**config.mk**
```make
export PLATFORM = sky130hd
export DESIGN_NAME = pll_clock_generator_control
export DESIGN_NICKNAME = d
export VERILOG_FILES = /design/src/inc/clkgen_pkg.sv /design/src/hw/pll_clock_generator_control.sv /design/src/hw/fb_divider.sv /design/src/hw/lock_detect.sv
export SDC_FILE = /design/constraint.sdc
export NUM_CORES = 1
export LEC_CHECK = 0
export BUFFER_PORTS_ARGS = -buffer_cell sky130_fd_sc_hd__buf_2
export CAP_MARGIN = 40
export CORE_AREA = 2 2 72 74
export CTS_BUF_LIST = sky130_fd_sc_hd__clkbuf_8
export CTS_CLUSTER_SIZE = 12
export DETAILED_ROUTE_END_ITERATION = 12
export DIE_AREA = 0 0 74 76
export PLACE_DENSITY = 0.85
export SYNTH_ARGS = -nofsm -noshare
export SYNTH_HDL_FRONTEND = slang
export SYNTH_SLANG_ARGS = --single-unit
```
**constraint.sdc**
```tcl
create_clock -name mclk_in -period 5.06 [get_ports mclk_in]
set_input_delay 1.012 -clock mclk_in [delete_from_list [all_inputs] [get_ports mclk_in]]
set_output_delay 1.012 -clock mclk_in [all_outputs]
set_load 0.01 [all_outputs]
```
**src/inc/clkgen_pkg.sv**
```systemverilog
// Purpose: shared constants of the clock generator control block
// Assumes: 8-bit register port, word index addressing
// Notes:   register offsets and bit positions are local choices
`default_nettype none
package clkgen_pkg;
	// ===========================================================
	// register map
	localparam logic [1:0] OFS_CONTROL   = 2'h0;
	localparam logic [1:0] OFS_BANDWIDTH = 2'h1;
	localparam logic [1:0] OFS_PROGRAM   = 2'h2;
	// ===========================================================
	// control register fields
	localparam int CTL_IRQ_EN_BIT = 7;
	localparam int CTL_FLAG_BIT   = 6;
	localparam int CTL_ON_BIT     = 5;
	localparam int CTL_BCS_BIT    = 4;
	localparam logic [3:0] CTL_LOW_READ = 4'hf;
	// ===========================================================
	// bandwidth register fields
	localparam int BW_AUTO_BIT  = 7;
	localparam int BW_LOCK_BIT  = 6;
	localparam int BW_TRACK_BIT = 5;
	// ===========================================================
	// program register fields: divisor high nibble, range low nibble
	localparam int PRG_N_LSB = 4;
	localparam int PRG_L_LSB = 0;
	// ===========================================================
	// reset values
	localparam logic [7:0] RST_PROGRAM = 8'h10;
	localparam logic       RST_AUTO    = 1'b0;
	// ===========================================================
	// timing and detector counts
	localparam int HOLD_EDGES = 3;
	localparam int LOCK_WIN   = 32;
	localparam int LOCK_TOL   = 1;
	localparam int UNL_TOL    = 3;
	localparam int TRK_TOL    = 2;
	localparam int UNT_TOL    = 4;
	// nominal vco centre step in tenths of a kHz, for software reference
	localparam int FNOM_KHZ_X10 = 49152;
	typedef enum logic [1:0] {SW_IDLE, SW_HOLD} switch_state_t;
endpackage
`default_nettype wire

```
**src/hw/pll_clock_generator_control.sv**
```systemverilog
// Purpose: digital control of the crystal path, pll loop logic and
//          base clock selector with its register port
// Assumes: crystal and vco levels are sampled synchronously on mclk
// Notes:   8-bit registers on a plain strobe port, read data next cycle
`default_nettype none
// Notes on behaviour
// - base clock is crystal/2 or vco/2, picked by the select bit
// - crystal path runs only while the oscillator enable is high
// - reference clocks are buffered copies of the crystal clock
// - vco clock divided by programmed n gives the feedback clock
// - vco centre is l times nominal, range half to twice that
// - phase detector gives up/down pulses from feedback vs reference
// - lock detector compares frequencies, sets filter mode and lock
// - tracking bit clear in acquisition; tracking when bit set
// - automatic bit set lets the lock detector switch the filter mode
// - in automatic mode tracking bit is read-only, set by detector
// - in automatic mode lock bit follows the lock tolerances
// - with irq enable in automatic mode each lock toggle interrupts
// - automatic bit clear makes tracking bit a software control
// - in manual mode lock bit reads zero and no interrupts occur
// - vco select refused while pll off, no off while selected
// - clock switch holds output for three edges of each clock
// - n of zero acts as one; l of zero disables the pll
module pll_clock_generator_control #(
	parameter int HOLD = clkgen_pkg::HOLD_EDGES
) (
	input  wire logic       mclk_in,
	input  wire logic       sys_rst_in,
	input  wire logic       osc_enable_in,
	input  wire logic       xtal_level_in,
	input  wire logic       vco_level_in,
	input  wire logic [1:0] addr_in,
	input  wire logic [7:0] wr_data_in,
	input  wire logic       wr_en_in,
	input  wire logic       rd_en_in,
	output logic [7:0]      rd_data_out,
	output logic            crystal_clk_out,
	output logic            base_clk_out,
	output logic            vco_feedback_clk_out,
	output logic            pump_up_out,
	output logic            pump_down_out,
	output logic            filter_tracking_out,
	output logic            pll_active_out,
	output logic            pll_lock_irq_out
);
	// ===========================================================
	// register state
	logic       pll_irq_enable_r;
	logic       pll_irq_flag_r;
	logic       pll_power_on_r;
	logic       base_clk_select_r;
	logic       auto_bw_r;
	logic       tracking_sw_r;
	logic [3:0] feedback_divisor_n_r;
	logic [3:0] vco_range_l_r;
	logic       lock_prev_r;

	// ===========================================================
	// clock paths
	logic pll_ref_clk_r;
	logic final_ref_clk_r;
	logic ref_prev_r;
	logic vco_prev_r;
	logic fb_prev_r;
	logic xtal_prev_r;

	// ===========================================================
	// decode
	logic wr_ctl_w;
	logic wr_bw_w;
	logic wr_prg_w;
	logic new_on_w;
	logic new_bcs_w;
	logic on_chg_w;
	logic bcs_chg_w;
	logic l_zero_w;
	logic pll_en_w;
	logic bcs_ok_w;
	logic on_ok_w;
	logic ref_rise_w;
	logic fb_rise_w;
	logic vco_rise_w;
	logic vco_fall_w;
	logic xtal_rise_w;
	logic det_lock_w;
	logic det_track_w;
	logic lock_bit_w;
	logic track_bit_w;
	logic lock_tgl_w;
	logic [7:0] rd_mux_w;

	assign wr_ctl_w  = wr_en_in && addr_in == clkgen_pkg::OFS_CONTROL;
	assign wr_bw_w   = wr_en_in && addr_in == clkgen_pkg::OFS_BANDWIDTH;
	assign wr_prg_w  = wr_en_in && addr_in == clkgen_pkg::OFS_PROGRAM;
	assign new_on_w  = wr_data_in[clkgen_pkg::CTL_ON_BIT];
	assign new_bcs_w = wr_data_in[clkgen_pkg::CTL_BCS_BIT];
	assign on_chg_w  = new_on_w != pll_power_on_r;
	assign bcs_chg_w = new_bcs_w != base_clk_select_r;
	assign l_zero_w  = vco_range_l_r == 4'h0;
	assign pll_en_w  = pll_power_on_r && !l_zero_w && osc_enable_in;
	assign bcs_ok_w  = bcs_chg_w && !on_chg_w
		&& (!new_bcs_w || (pll_power_on_r && !l_zero_w));
	assign on_ok_w   = on_chg_w && !bcs_chg_w
		&& (new_on_w || !base_clk_select_r);

	// ===========================================================
	// control register
	always_ff @(posedge mclk_in)
	begin
		if (sys_rst_in)
		begin
			pll_irq_enable_r  <= 1'b0;
			pll_power_on_r    <= 1'b0;
			base_clk_select_r <= 1'b0;
		end
		else
		begin
			if (wr_ctl_w)
				pll_irq_enable_r <= wr_data_in[clkgen_pkg::CTL_IRQ_EN_BIT];
			if (wr_ctl_w && on_ok_w)
				pll_power_on_r <= new_on_w;
			if (l_zero_w)
				base_clk_select_r <= 1'b0;
			else if (wr_ctl_w && bcs_ok_w)
				base_clk_select_r <= new_bcs_w;
		end
	end

	// ===========================================================
	// bandwidth and program registers
	always_ff @(posedge mclk_in)
	begin
		if (sys_rst_in)
		begin
			auto_bw_r            <= clkgen_pkg::RST_AUTO;
			tracking_sw_r        <= 1'b0;
			feedback_divisor_n_r <= clkgen_pkg::RST_PROGRAM[7:4];
			vco_range_l_r        <= clkgen_pkg::RST_PROGRAM[3:0];
		end
		else
		begin
			if (wr_bw_w)
				auto_bw_r <= wr_data_in[clkgen_pkg::BW_AUTO_BIT];
			if (wr_bw_w && !auto_bw_r)
				tracking_sw_r <= wr_data_in[clkgen_pkg::BW_TRACK_BIT];
			if (wr_prg_w)
			begin
				feedback_divisor_n_r <=
					wr_data_in[clkgen_pkg::PRG_N_LSB +: 4];
				vco_range_l_r <= wr_data_in[clkgen_pkg::PRG_L_LSB +: 4];
			end
		end
	end

	// ===========================================================
	// oscillator and reference buffers
	always_ff @(posedge mclk_in)
	begin
		if (sys_rst_in)
		begin
			crystal_clk_out <= 1'b0;
			pll_ref_clk_r   <= 1'b0;
			final_ref_clk_r <= 1'b0;
			ref_prev_r      <= 1'b0;
			vco_prev_r      <= 1'b0;
			fb_prev_r       <= 1'b0;
			xtal_prev_r     <= 1'b0;
		end
		else
		begin
			crystal_clk_out <= xtal_level_in && osc_enable_in;
			pll_ref_clk_r   <= crystal_clk_out;
			final_ref_clk_r <= pll_ref_clk_r;
			ref_prev_r      <= final_ref_clk_r;
			vco_prev_r      <= vco_level_in && pll_en_w;
			fb_prev_r       <= vco_feedback_clk_out;
			xtal_prev_r     <= crystal_clk_out;
		end
	end

	assign ref_rise_w  = final_ref_clk_r && !ref_prev_r;
	assign fb_rise_w   = vco_feedback_clk_out && !fb_prev_r;
	assign vco_rise_w  = vco_level_in && pll_en_w && !vco_prev_r;
	assign vco_fall_w  = !(vco_level_in && pll_en_w) && vco_prev_r;
	assign xtal_rise_w = crystal_clk_out && !xtal_prev_r;

	// ===========================================================
	// feedback divider and lock detector
	// modulo divider
	fb_divider #(
		.W (4)
	) u_div (
		.mclk_in    (mclk_in),
		.sys_rst_in (sys_rst_in),
		.rise_in    (vco_rise_w),
		.fall_in    (vco_fall_w),
		.div_n_in   (feedback_divisor_n_r),
		.fb_clk_out (vco_feedback_clk_out)
	);

	lock_detect u_lock (
		.mclk_in     (mclk_in),
		.sys_rst_in  (sys_rst_in),
		.enable_in   (pll_en_w),
		.ref_rise_in (ref_rise_w),
		.fb_rise_in  (fb_rise_w),
		.lock_out    (det_lock_w),
		.track_out   (det_track_w)
	);

	assign lock_bit_w  = auto_bw_r && det_lock_w;
	assign track_bit_w = auto_bw_r ? det_track_w : tracking_sw_r;
	assign lock_tgl_w  = lock_bit_w != lock_prev_r;

	// ===========================================================
	// phase detector and filter mode
	always_ff @(posedge mclk_in)
	begin
		if (sys_rst_in || !pll_en_w)
		begin
			pump_up_out         <= 1'b0;
			pump_down_out       <= 1'b0;
			filter_tracking_out <= 1'b0;
			pll_active_out      <= 1'b0;
		end
		else
		begin
			// up/down pulses, cleared once both edges seen
			if ((pump_up_out || ref_rise_w) && (pump_down_out || fb_rise_w))
			begin
				pump_up_out   <= 1'b0;
				pump_down_out <= 1'b0;
			end
			else
			begin
				pump_up_out   <= pump_up_out || ref_rise_w;
				pump_down_out <= pump_down_out || fb_rise_w;
			end
			filter_tracking_out <= track_bit_w;
			pll_active_out      <= 1'b1;
		end
	end

	// ===========================================================
	// lock change interrupt
	always_ff @(posedge mclk_in)
	begin
		if (sys_rst_in)
		begin
			lock_prev_r      <= 1'b0;
			pll_irq_flag_r   <= 1'b0;
			pll_lock_irq_out <= 1'b0;
		end
		else
		begin
			lock_prev_r <= lock_bit_w;
			// set on toggle; set wins over the read clear
			if (auto_bw_r && lock_tgl_w)
				pll_irq_flag_r <= 1'b1;
			else if (rd_en_in && addr_in == clkgen_pkg::OFS_CONTROL)
				pll_irq_flag_r <= 1'b0;
			pll_lock_irq_out <= pll_irq_flag_r && pll_irq_enable_r
				&& auto_bw_r;
		end
	end

	// ===========================================================
	// base clock selector with transition hold
	clkgen_pkg::switch_state_t sw_state_r;
	logic       sel_act_r;
	logic [1:0] old_cnt_r;
	logic [1:0] new_cnt_r;
	logic       old_rise_w;
	logic       new_rise_w;
	logic       act_rise_w;
	logic       old_dead_w;
	logic       hold_done_w;

	assign old_rise_w  = sel_act_r ? vco_rise_w : xtal_rise_w;
	assign new_rise_w  = sel_act_r ? xtal_rise_w : vco_rise_w;
	assign act_rise_w  = old_rise_w;
	// a stopped vco gives no rises; without this the hold never ends
	assign old_dead_w  = sel_act_r && !pll_en_w;
	assign hold_done_w = (old_cnt_r == 2'(HOLD) || old_dead_w)
		&& new_cnt_r == 2'(HOLD);

	always_ff @(posedge mclk_in)
	begin
		if (sys_rst_in)
		begin
			sw_state_r   <= clkgen_pkg::SW_IDLE;
			sel_act_r    <= 1'b0;
			old_cnt_r    <= 2'h0;
			new_cnt_r    <= 2'h0;
			base_clk_out <= 1'b0;
		end
		else
		begin
			case (sw_state_r)
				clkgen_pkg::SW_IDLE:
				begin
					if (act_rise_w)
						base_clk_out <= !base_clk_out;
					if (base_clk_select_r != sel_act_r)
					begin
						sw_state_r <= clkgen_pkg::SW_HOLD;
						old_cnt_r  <= 2'h0;
						new_cnt_r  <= 2'h0;
					end
				end
				clkgen_pkg::SW_HOLD:
				begin
					if (old_rise_w && old_cnt_r != 2'(HOLD))
						old_cnt_r <= old_cnt_r + 2'h1;
					if (new_rise_w && new_cnt_r != 2'(HOLD))
						new_cnt_r <= new_cnt_r + 2'h1;
					if (hold_done_w)
					begin
						sel_act_r  <= base_clk_select_r;
						sw_state_r <= clkgen_pkg::SW_IDLE;
					end
				end
				default:
					sw_state_r <= clkgen_pkg::SW_IDLE;
			endcase
		end
	end

	// ===========================================================
	// register read port
	always_comb
	begin
		rd_mux_w = 8'h00;
		case (addr_in)
			clkgen_pkg::OFS_CONTROL:
				rd_mux_w = {pll_irq_enable_r, pll_irq_flag_r,
					pll_power_on_r, base_clk_select_r,
					clkgen_pkg::CTL_LOW_READ};
			clkgen_pkg::OFS_BANDWIDTH:
				rd_mux_w = {auto_bw_r, lock_bit_w, track_bit_w, 5'h00};
			clkgen_pkg::OFS_PROGRAM:
				rd_mux_w = {feedback_divisor_n_r, vco_range_l_r};
			default:
				rd_mux_w = 8'h00;
		endcase
	end

	always_ff @(posedge mclk_in)
	begin
		if (sys_rst_in)
			rd_data_out <= 8'h00;
		else
			rd_data_out <= rd_en_in ? rd_mux_w : 8'h00;
	end
endmodule
`default_nettype wire

```
**src/hw/fb_divider.sv**
```systemverilog
// Purpose: modulo divider on the sampled vco clock
// Assumes: vco level sampled on mclk, divisor zero acts as one
// Notes:   output rises once per n vco periods, falls on vco fall
`default_nettype none
module fb_divider #(
	parameter int W = 4
) (
	input  wire logic         mclk_in,
	input  wire logic         sys_rst_in,
	input  wire logic         rise_in,
	input  wire logic         fall_in,
	input  wire logic [W-1:0] div_n_in,
	output logic              fb_clk_out
);
	logic [W-1:0] cnt_r;
	logic [W-1:0] cnt_nxt;
	logic [W-1:0] last_w;

	// a zero divisor is treated as one
	assign last_w  = (div_n_in == '0) ? '0 : div_n_in - W'(1);
	assign cnt_nxt = (cnt_r >= last_w) ? '0 : cnt_r + W'(1);

	always_ff @(posedge mclk_in)
	begin
		if (sys_rst_in)
		begin
			cnt_r      <= '0;
			fb_clk_out <= 1'b0;
		end
		else if (rise_in)
		begin
			cnt_r      <= cnt_nxt;
			fb_clk_out <= (cnt_r == '0);
		end
		else if (fall_in)
			fb_clk_out <= 1'b0;
	end
endmodule
`default_nettype wire

```
**src/hw/lock_detect.sv**
```systemverilog
// Purpose: frequency comparison of feedback against reference
// Assumes: one-cycle edge pulses on mclk
// Notes:   hysteresis: enter at tight tolerance, leave at wide one
`default_nettype none
module lock_detect #(
	parameter int WIN = clkgen_pkg::LOCK_WIN,
	parameter int LTL = clkgen_pkg::LOCK_TOL,
	parameter int UTL = clkgen_pkg::UNL_TOL,
	parameter int TTL = clkgen_pkg::TRK_TOL,
	parameter int XTL = clkgen_pkg::UNT_TOL
) (
	input  wire logic mclk_in,
	input  wire logic sys_rst_in,
	input  wire logic enable_in,
	input  wire logic ref_rise_in,
	input  wire logic fb_rise_in,
	output logic      lock_out,
	output logic      track_out
);
	localparam int CW = $clog2(4 * WIN + 1);
	logic [CW-1:0] ref_cnt_r;
	logic [CW-1:0] fb_cnt_r;
	logic [CW-1:0] diff_w;
	logic          done_w;

	assign done_w = ref_rise_in && (ref_cnt_r == CW'(WIN - 1));
	assign diff_w = (fb_cnt_r > CW'(WIN)) ? fb_cnt_r - CW'(WIN)
		: CW'(WIN) - fb_cnt_r;

	always_ff @(posedge mclk_in)
	begin
		if (sys_rst_in || !enable_in)
		begin
			ref_cnt_r <= '0;
			fb_cnt_r  <= '0;
			lock_out  <= 1'b0;
			track_out <= 1'b0;
		end
		else if (done_w)
		begin
			ref_cnt_r <= '0;
			fb_cnt_r  <= CW'(fb_rise_in);
			if (diff_w <= CW'(LTL))
				lock_out <= 1'b1;
			else if (diff_w > CW'(UTL))
				lock_out <= 1'b0;
			if (diff_w <= CW'(TTL))
				track_out <= 1'b1;
			else if (diff_w > CW'(XTL))
				track_out <= 1'b0;
		end
		else
		begin
			ref_cnt_r <= ref_cnt_r + CW'(ref_rise_in);
			if (fb_rise_in && fb_cnt_r != '1)
				fb_cnt_r <= fb_cnt_r + CW'(1);
		end
	end
endmodule
`default_nettype wire

```
; Yosys cells after proc, flatten, opt, wreduce, memory -nomap -nowiden
; Cells that the tools add are included.
[op_classes]
addsub = 8
magnitude_cmp = 6
n_eq_ne = 17
muxes = 26
n_bitwise = 1
n_reduce_logical = 72
[ops]
columns = op, count
row1 = logical AND 1 bit, 31
row2 = one-hot mux 8 bit (3 select lines), 1
row3 = 2-to-1 mux 1 bit, 14
row4 = logical NOT 1 bit, 13
row5 = logical NOT 4 bit, 3
row6 = "!= test 2 bit, second input constant", 6
row7 = one-hot mux 2 bit (2 select lines), 3
row8 = nonzero test 2 bit, 6
row9 = 2-to-1 mux 2 bit, 5
row10 = AND reduction 2 bit, 5
row11 = adder 8 x 1 -> 8 bit, 1
row12 = "adder 8 x 1 -> 8 bit, second input constant", 1
row13 = "equality test 8 x 5 -> 1 bit, second input constant", 1
row14 = "> comparator 8 x 2 -> 1 bit, second input constant", 1
row15 = "> comparator 8 x 3 -> 1 bit, second input constant", 1
row16 = "> comparator 8 x 6 -> 1 bit, second input constant", 1
row17 = "<= comparator 8 x 1 -> 1 bit, second input constant", 1
row18 = "<= comparator 8 x 2 -> 1 bit, second input constant", 1
row19 = 2-to-1 mux 4 bit, 2
row20 = 2-to-1 mux 8 bit, 1
row21 = "!= test 8 bit, second input constant", 1
row22 = OR reduction 2 bit, 4
row23 = "subtractor 6 x 8 -> 8 bit, first input constant", 1
row24 = "subtractor 8 x 6 -> 8 bit, second input constant", 1
row25 = other kinds (11), 25
[totals]
regBits = 65
inputBits = 17
output_inout_bits = 16

; Longest topological paths before layout
; Gate-level depths: netlist of the first run.
[logic_depth]
depth_word = 10
ltp_mapped = 9

; Hierarchy
; From an unflattened synthesis of the first run, not the netlist that was laid out.
[unflattened]
hier_cells = 381
area_unflattened_um2 = 3266.9
[by_module_without_submodules]
columns = module, n_inst, cells_per_inst, area_per_inst_um2, seq_area_each_um2
row1 = pll_clock_generator_control, 1, 192, 1672.9, 820.8
row2 = lock_detect, 1, 142, 1183.6, 360.3
row3 = fb_divider, 1, 47, 410.4, 100.1

; Worst setup path before layout of the first run
; Ideal clock, no wire load.
[synth_path]
path_type = input to register
start = input port osc_enable_in
end = register new_cnt_r[0]
setup_time_ns = 0.065
arrival_time_ns = 2.416
t_required_ns = 4.995
slack_ns = 2.579
stages = 8
cell_sequence = nand3_1 nor2_1 ha_1 clkbuf_1 a21oi_1 nor3b_1 mux2_2 nor2_1
[synth_via]
elab_chain_cells = 7
[synth_lines]
columns = item, line
row1 = from (decl), pll_clock_generator_control.sv:29  ; input wire logic osc_enable_in,
row2 = logical AND 1 bit, pll_clock_generator_control.sv:100  ; assign pll_en_w = pll_power_on_r && !l_zero_w && osc_enable_in;
row3 = logical AND 1 bit (2 in series), pll_clock_generator_control.sv:183  ; assign vco_rise_w = vco_level_in && pll_en_w && !vco_prev_r;
row4 = via u_div.rise_in, fb_divider.sv:10  ; input wire logic rise_in,
row5 = 2-to-1 mux 1 bit, pll_clock_generator_control.sv:280  ; assign new_rise_w = sel_act_r ? xtal_rise_w : vco_rise_w;
row6 = logical AND 1 bit, pll_clock_generator_control.sv:315  ; if (new_rise_w && new_cnt_r != 2'(HOLD))
row7 = != test 2 bit (no source line), n/a
row8 = AND reduction 3 bit (no source line), n/a
row9 = to (signal assigned), pll_clock_generator_control.sv:316  ; new_cnt_r <= new_cnt_r + 2'h1;
row10 = to (decl), pll_clock_generator_control.sv:272  ; logic [1:0] new_cnt_r;
; The timed path passes the listed nets, and every way through them passes these cells.
; A chain may end at the register's enable or synchronous reset.

; Worst setup path in the final report of the first run
[layout_path]
start = input port osc_enable_in
end = register old_cnt_r[0]
[layout_via]
elab_chain_cells = 7
[layout_lines]
columns = item, line
row1 = logical AND 1 bit, pll_clock_generator_control.sv:100
row2 = logical AND 1 bit (2 in series), pll_clock_generator_control.sv:183
row3 = via u_div.rise_in, fb_divider.sv:10
row4 = 2-to-1 mux 1 bit, pll_clock_generator_control.sv:279  ; assign old_rise_w = sel_act_r ? vco_rise_w : xtal_rise_w;
row5 = logical AND 1 bit, pll_clock_generator_control.sv:313  ; if (old_rise_w && old_cnt_r != 2'(HOLD))
row6 = != test 2 bit (no source line), n/a
row7 = AND reduction 3 bit (no source line), n/a
row8 = to (signal assigned), pll_clock_generator_control.sv:314  ; old_cnt_r <= old_cnt_r + 2'h1;
row9 = to (decl), pll_clock_generator_control.sv:271  ; logic [1:0] old_cnt_r;
; The timed path passes the listed nets, and every way through them passes these cells.

==> run_results.csv, run 1 <==
group,metric,value,unit
status,status,"complete, no violations",
die,die_x,74,um
route,drtAntennaViolNets,0,
setup_path,cp_top_family,"simple AND/OR/NAND/NOR gates",
flow_run,drv_cap,0,
global_routing,grt_max_degree,36,
setup_path,critPathSlowestCell,"ha_1",
synthesis,synth_xor_area_share,5.728,%
setup_path,cp_num_cells,8,
setup_path,crit_required,5.35,ns
setup_path,cp-startpoint,"osc_enable_in",
synthesis,ys_seq_elements,64,
synthesis,synth.mux.area_fraction,5.646,%
cts,cts.htree.levels,3,
sta,setup_tns,0,ns
route,wl,6.039,mm
sta,drv_slew,0,
sta,period_needed,2.464,ns
cts,insertion_delay,0.35,ns
synthesis,synth_flop_cell,"dfxtp_1",
cts,cts_tree,"done",
global_routing,track_usage,22.60,%
die,rows,26,
setup_path,cpPeakStageDelay,0.44,ns
setup_path,rr_endpoint,"old_cnt_r[0]",
final_layout,n_fill_cell,376,
global_routing,grt_pass1_wl,9.915,mm
setup_path,startpoint_type,"input port",
die,dieHeight,76,um
setup_path,path_cells,"buf_2 > nand3_1 > nor2_1 > ha_1 > a21oi_1 > nor3b_1 > mux2_2 > nor2_1",
global_routing,antenna_found_initial,0,
sta,setup_viol,0,
sta,max_slew.worst_pin.slew,0.6312,ns
cts,cts_setup_buffers,0,
synthesis,synth_edf_count,0,
sta,slew_headroom,57.92,%
route,dr.pass1.iters,4,
setup_path,cp-end-kind,"flop",
synthesis,synth_top_family_by_area,"simple AND/OR/NAND/NOR gates",
route,drtIter0Drc,106,
setup_path,crit_end,"old_cnt_r[0]",
global_routing,grt_pass1_vias,2293,
setup_path,r2r_slack,2.76,ns
synthesis,synth-compound-area-share,12.07,%
setup_path,cpMostUsedCell,"nor2_1",
pwr,total_power,0.9803,mW
die,io_pins,33,
synthesis,synth_warnings,0,
final_layout,antenna_cells,0,
placement,port_buffers,32,
sta,period_share,48.70,%
setup_path,worstPathMaxFanout,11,
sta,skew,0.005887,ns
final_layout,final_layout_size_suffix_gt1_share,14.63,%
synthesis,netlist_instances,343,
cts,clk_pin_slew,0.07,ns
placement,place_congestion,0.8832,
synthesis,synth_area_per_cell,8.915,um^2
route,viasPerCell,5.587,
global_routing,overflow,0,
synthesis,synthArstFlopShare,0,%
pwr,power_density,286.5,mW/mm^2
placement,dp_hpwl,4.265,mm
hold_path,hp-start,"pump_down_out",
cts,post_cts_resized,0,
synthesis,synth.net_count,378,
hold_path,hold_path.class,"flop to flop",
die,dieArea,0.005624,mm^2
die,core-area,0.004912,mm^2
sta,rsz0062_at_grt,"false",
synthesis,yosys.area_share.simple,22.67,%
final_layout,fin_nets,407,
setup_path,worst-r2r-cell-count,8,
final_layout,synthToLayoutAreaGrowth,11.91,%
setup_path,path_class,"input port to flop",
route,dr_total_vias,2492,
synthesis,ys_seq_area_share,41.90,%
pwr,p_leak,1.442,nW
synthesis,synth_area,0.003058,mm^2
sta,max_freq,0.4058,GHz
setup_path,timing.rr.start,"vco_range_l_r[3]",
setup_path,cp.arrival,2.75,ns
sta,hold_viol_final,0,
cts,clock-sinks,64,
cts,numCtsBuffers,9,
route,wl_per_cell,13.54,um
synthesis,synthAdderAreaFrac,7.365,%
final_layout,layout.cells.non_filler,446,
cts,cts_root_buf,"clkbuf_8",
pwr,ir_worst_vdd,0.0002286,V
cts,postCtsHoldBufs,0,
cts,clock_path_buffers,2,
synthesis,synth_cell_types,50,
route,drc,0,
placement,place_inst,431,
setup_path,cp.buffers_inverters,1,
die,start_util,62.25,%
cell families after synthesis:
group,Yosys count
AO/OA/AOI/OAI,56
XOR/XNOR,20
adder cells (fa/ha/maj),18
buffers and inverters,33
flip-flops,64
multiplexers,17
AND/OR/NAND/NOR,135
worst min-delay path by stage:
stage                           endpoint  slack [ns]  cells after the start
after floorplan           rd_data_out[2]        0.43                      2
after global placement       pump_up_out        0.43                      1
after detailed placement     pump_up_out        0.44                      1
after CTS                    pump_up_out        0.45                      1
after global routing         pump_up_out        0.48                      1
final                        pump_up_out        0.45                      1
report_power, final:
group | total [mW] | leakage [nW] | internal [mW] | switching (mW)
sequential | 0.515 | 0.517 | 0.510 | 0.00506
combinational | 0.0420 | 0.822 | 0.0174 | 0.0246
clock | 0.424 | 0.103 | 0.234 | 0.190
synth_stat cells, types with 7 or more instances:
cell      count  area [um^2]
nand3_1      14        70.07
dfxtp_1      64         1281
nor2b_1       8        50.05
mux2i_1      15        150.1
xor2_1       15        131.4
ha_1         18        225.2
inv_1        19        71.32
o21ai_0       7        35.03
nor2_1       51        191.4
clkbuf_1      9        33.78
nor3_1        7        35.03
a21oi_1      20        100.1
nand2_1      17        63.81
metal layers:
metal  GRT usage, %  vias up  part of all wire [%]
met5              0        -                     0
met4          13.45        0                   2.5
met3          5.159       15                   4.5
met2          34.46       72                    47
met1          28.62     1150                    46
li1               -     1255                     -
stage by stage:
| step | utilization, % | area (um^2) | setup WS (ns) | hold slack [ns] |
|---|---|---|---|---|
| floorplan | - | 3058 | 2.579 | 0.4327 |
| detailed placement | 65.87 | 3236 | 2.261 | 0.4408 |
| finish | 69.66 | 3422 | 2.596 | 0.4523 |
| CTS | 69.66 | 3422 | 2.627 | 0.4527 |
| global route | 69.66 | 3422 | 2.496 | 0.4827 |
| global placement | 65.87 | 3236 | 2.408 | 0.4269 |
worst register-to-register path: stages (launching register included):
cell     delay (ns)
dfxtp_1        0.32
or4_1          0.63
nand3_1        0.14
nor2_1         0.05
ha_1           0.34
a21oi_1        0.30
nor3b_1        0.12
mux2_2         0.28
nor2_1         0.07
flip-flops by register name, indices dropped and copies added, names as in the netlist, 2 cells and up:
signal	cells
u_lock.fb_cnt_r	8
vco_range_l_r	4
u_lock.ref_cnt_r	8
feedback_divisor_n_r	4
rd_data_out	8
new_cnt_r	2
old_cnt_r	2
u_div.cnt_r	4
placed cells by master (no fill, tap or decap), types with 7 or more instances in the layout:
cell	n
a21oi_1	20
nand2_1	17
nor2_1	51
mux2i_1	15
inv_1	20
nor3_1	7
buf_2	32
o21ai_0	7
ha_1	18
dfxtp_1	64
nor2b_1	8
clkbuf_8	10
nand3_1	14
xor2_1	15
area by class of cell:
| type | count | area, um^2 | area share, % |
|---|---|---|---|
| multi-input combinational | 246 | 1635 | 47.79 |
| sequential | 64 | 1281 | 37.44 |
| timing repair buffer | 32 | 160.2 | 4.680 |
| clock buffer | 10 | 137.6 | 4.022 |
| tap | 70 | 87.58 | 2.559 |
| inverter | 19 | 71.32 | 2.084 |
| clock inverter | 5 | 48.80 | 1.426 |
(Power assumes the default switching activity.)
==> run 2, diff against run 1 <==
--- a/config.mk
+++ b/config.mk
@@ -7,12 +7,12 @@
 export LEC_CHECK = 0
 export BUFFER_PORTS_ARGS = -buffer_cell sky130_fd_sc_hd__buf_2
 export CAP_MARGIN = 40
-export CORE_AREA = 2 2 72 74
+export CORE_AREA = 2 2 75 77
 export CTS_BUF_LIST = sky130_fd_sc_hd__clkbuf_8
 export CTS_CLUSTER_SIZE = 12
 export DETAILED_ROUTE_END_ITERATION = 12
-export DIE_AREA = 0 0 74 76
-export PLACE_DENSITY = 0.85
+export DIE_AREA = 0 0 77 79
+export PLACE_DENSITY = 0.79
 export SYNTH_ARGS = -nofsm -noshare
 export SYNTH_HDL_FRONTEND = slang
 export SYNTH_SLANG_ARGS = --single-unit
==> constraint.sdc (replaced) <==
create_clock -name mclk_in -period 2.37 [get_ports mclk_in]
set_input_delay 0.474 -clock mclk_in [delete_from_list [all_inputs] [get_ports mclk_in]]
set_output_delay 0.474 -clock mclk_in [all_outputs]
set_load 0.01 [all_outputs]
==> run 2 against run 1 <==
Compared with the run above:
- first-iteration DRC count is 8.5% higher
- total power rose by 130%
- count of clock-buffer cells in the layout up 1
- clock power grew to 2.5 times the previous value
- clock skew rose by 0.0037 ns
- setup slack got worse by 2.4 ns
- critical path depth decreased by 1
- core utilization down 4.1 points
- sequential power up 110%
- sequential share of layout area is 0.83 points lower
- register-to-register slack lost 2.6 ns
- critical endpoint is now u_lock.lock_out
- largest power group unchanged
==> run_results.csv, run 2 (synthesis gave the netlist of run 1 again) <==
group,metric,value,unit
cts,cts.htree.levels,3,
cts,cts_root_buf,"clkbuf_8",
placement,port_buffers,32,
sta,setup_viol,0,
die,dieHeight,79,um
cts,postCtsHoldBufs,0,
placement,place_inst,437,
cts,insertion_delay,0.35,ns
sta,hold_viol_final,0,
route,viasPerCell,5.448,
cts,cts_setup_buffers,0,
setup_path,r2r_slack,0.21,ns
setup_path,crit_end,"u_lock.lock_out",
global_routing,top_usage_layer,"met2",
die,start_util,57.29,%
cts,post_cts_resized,0,
pwr,ir_worst_vdd,0.0005058,V
setup_path,crit_required,2.63,ns
setup_path,cp-startpoint,"u_lock.fb_cnt_r[0]",
sta,period_needed,2.162,ns
global_routing,grt_pass1_wl,10.37,mm
setup_path,path_class,"flop to flop",
route,drtAntennaViolNets,0,
pwr,total_power,2.273,mW
route,wl_per_cell,13.50,um
final_layout,synthToLayoutAreaGrowth,14.44,%
sta,slew_headroom,63.77,%
sta,setup_tns,0,ns
route,dr.pass1.iters,4,
final_layout,final_layout_size_suffix_gt1_share,15.75,%
placement,place_congestion,0.8881,
final_layout,antenna_cells,0,
sta,period_share,91.24,%
pwr,p_leak,1.476,nW
setup_path,timing.rr.start,"u_lock.fb_cnt_r[0]",
cts,numCtsBuffers,9,
hold_path,hold_path.class,"input port to flop",
die,dieArea,0.006083,mm^2
global_routing,antenna_found_initial,0,
flow_run,drv_cap,0,
die,die_x,77,um
setup_path,cp-end-kind,"flop",
die,rows,27,
sta,skew,0.009621,ns
cts,clock-sinks,64,
global_routing,grt_max_degree,35,
die,io_pins,33,
final_layout,reg.largest.list,"rd_data_out (8), u_lock.fb_cnt_r (8), u_lock.ref_cnt_r (8)",
sta,drv_slew,0,
global_routing,grt.met2_usage,35.88,%
setup_path,startpoint_type,"flop",
global_routing,use_met1,26.26,%
final_layout,layout.cells.non_filler,453,
pwr,power_density,649.6,mW/mm^2
global_routing,use_met3,4.659,%
setup_path,worst-r2r-cell-count,7,
global_routing,grt_pass1_vias,2347,
die,core-area,0.005338,mm^2
route,wl,6.116,mm
global_routing,overflow,0,
sta,max_slew.worst_pin.slew,0.5419,ns
route,drc,0,
sta,max_freq,0.4625,GHz
cts,cts_tree,"done",
cts,clk_pin_slew,0.07,ns
placement,dp_hpwl,4.208,mm
route,drtIter0Drc,115,
setup_path,worstPathMaxFanout,7,
setup_path,cp.arrival,2.42,ns
final_layout,final_common_cell,"dfxtp_1",
setup_path,rr_endpoint,"u_lock.lock_out",
sta,rsz0062_at_grt,"false",
final_layout,final_cell_mix,"64 x dfxtp_1, 51 x nor2_1, 32 x buf_2",
global_routing,track_usage,21.42,%
route,dr_total_vias,2468,
cts,clock_path_buffers,2,
final_layout,fin_nets,411,
status,status,"complete, no violations",
-- run 2: how the worst min path moves through the flow --
stage / end / from / cells past startpoint
final: crystal_clk_out / xtal_level_in / 3
after global routing: crystal_clk_out / xtal_level_in / 3
after CTS: crystal_clk_out / xtal_level_in / 3
after detailed placement: pump_up_out / pump_down_out / 1
after global placement: pump_up_out / pump_down_out / 1
after floorplan: rd_data_out[2] / vco_range_l_r[2] / 2
-- run 2: critical path, cell delays in order (launching register included) --
cell	delay [ns]
dfxtp_1	0.37
inv_1	0.17
ha_1	0.27
or4b_4	0.49
a21boi_2	0.21
mux2i_1	0.25
a211oi_1	0.10
a211oi_1	0.21
-- run 2: power by group --
| group | internal (mW) | switching [mW] | leakage [nW] |
|---|---|---|---|
| Sequential | 1.09 | 0.0108 | 0.517 |
| Combinational | 0.0390 | 0.0530 | 0.842 |
| Clock | 0.648 | 0.436 | 0.117 |
-- run 2: layer usage --
layer | part of all wire, % | wire length [um] | up-vias
met5 | 0 | 0 | -
met4 | 1.7 | 105 | 0
met3 | 4.5 | 277 | 13
met2 | 48 | 2939 | 49
met1 | 46 | 2794 | 1150
li1 | - | - | 1256
-- run 2: final cells by class --
class,count,area [um^2]
clock inverters,5,80.08
flip-flops and latches,64,1281
inverters,19,71.32
fillers,455,1838
multi-input cells,246,1635
well taps,72,90.09
clock buffers,11,151.4
repair buffers,36,190.2
-- run 2: per-stage QoR --
step	worst slack (ns)	utilization, %	hold slack [ns]	area, um^2
2_1_floorplan	0.3535	-	0.4327	3058
3_3_place_gp	0.3101	61.23	0.4256	3268
3_5_place_dp	0.2197	61.23	0.4360	3268
4_1_cts	0.2127	65.56	0.3332	3500
5_1_grt	0.007536	65.56	0.3340	3500
6_report	0.2077	65.56	0.3369	3500
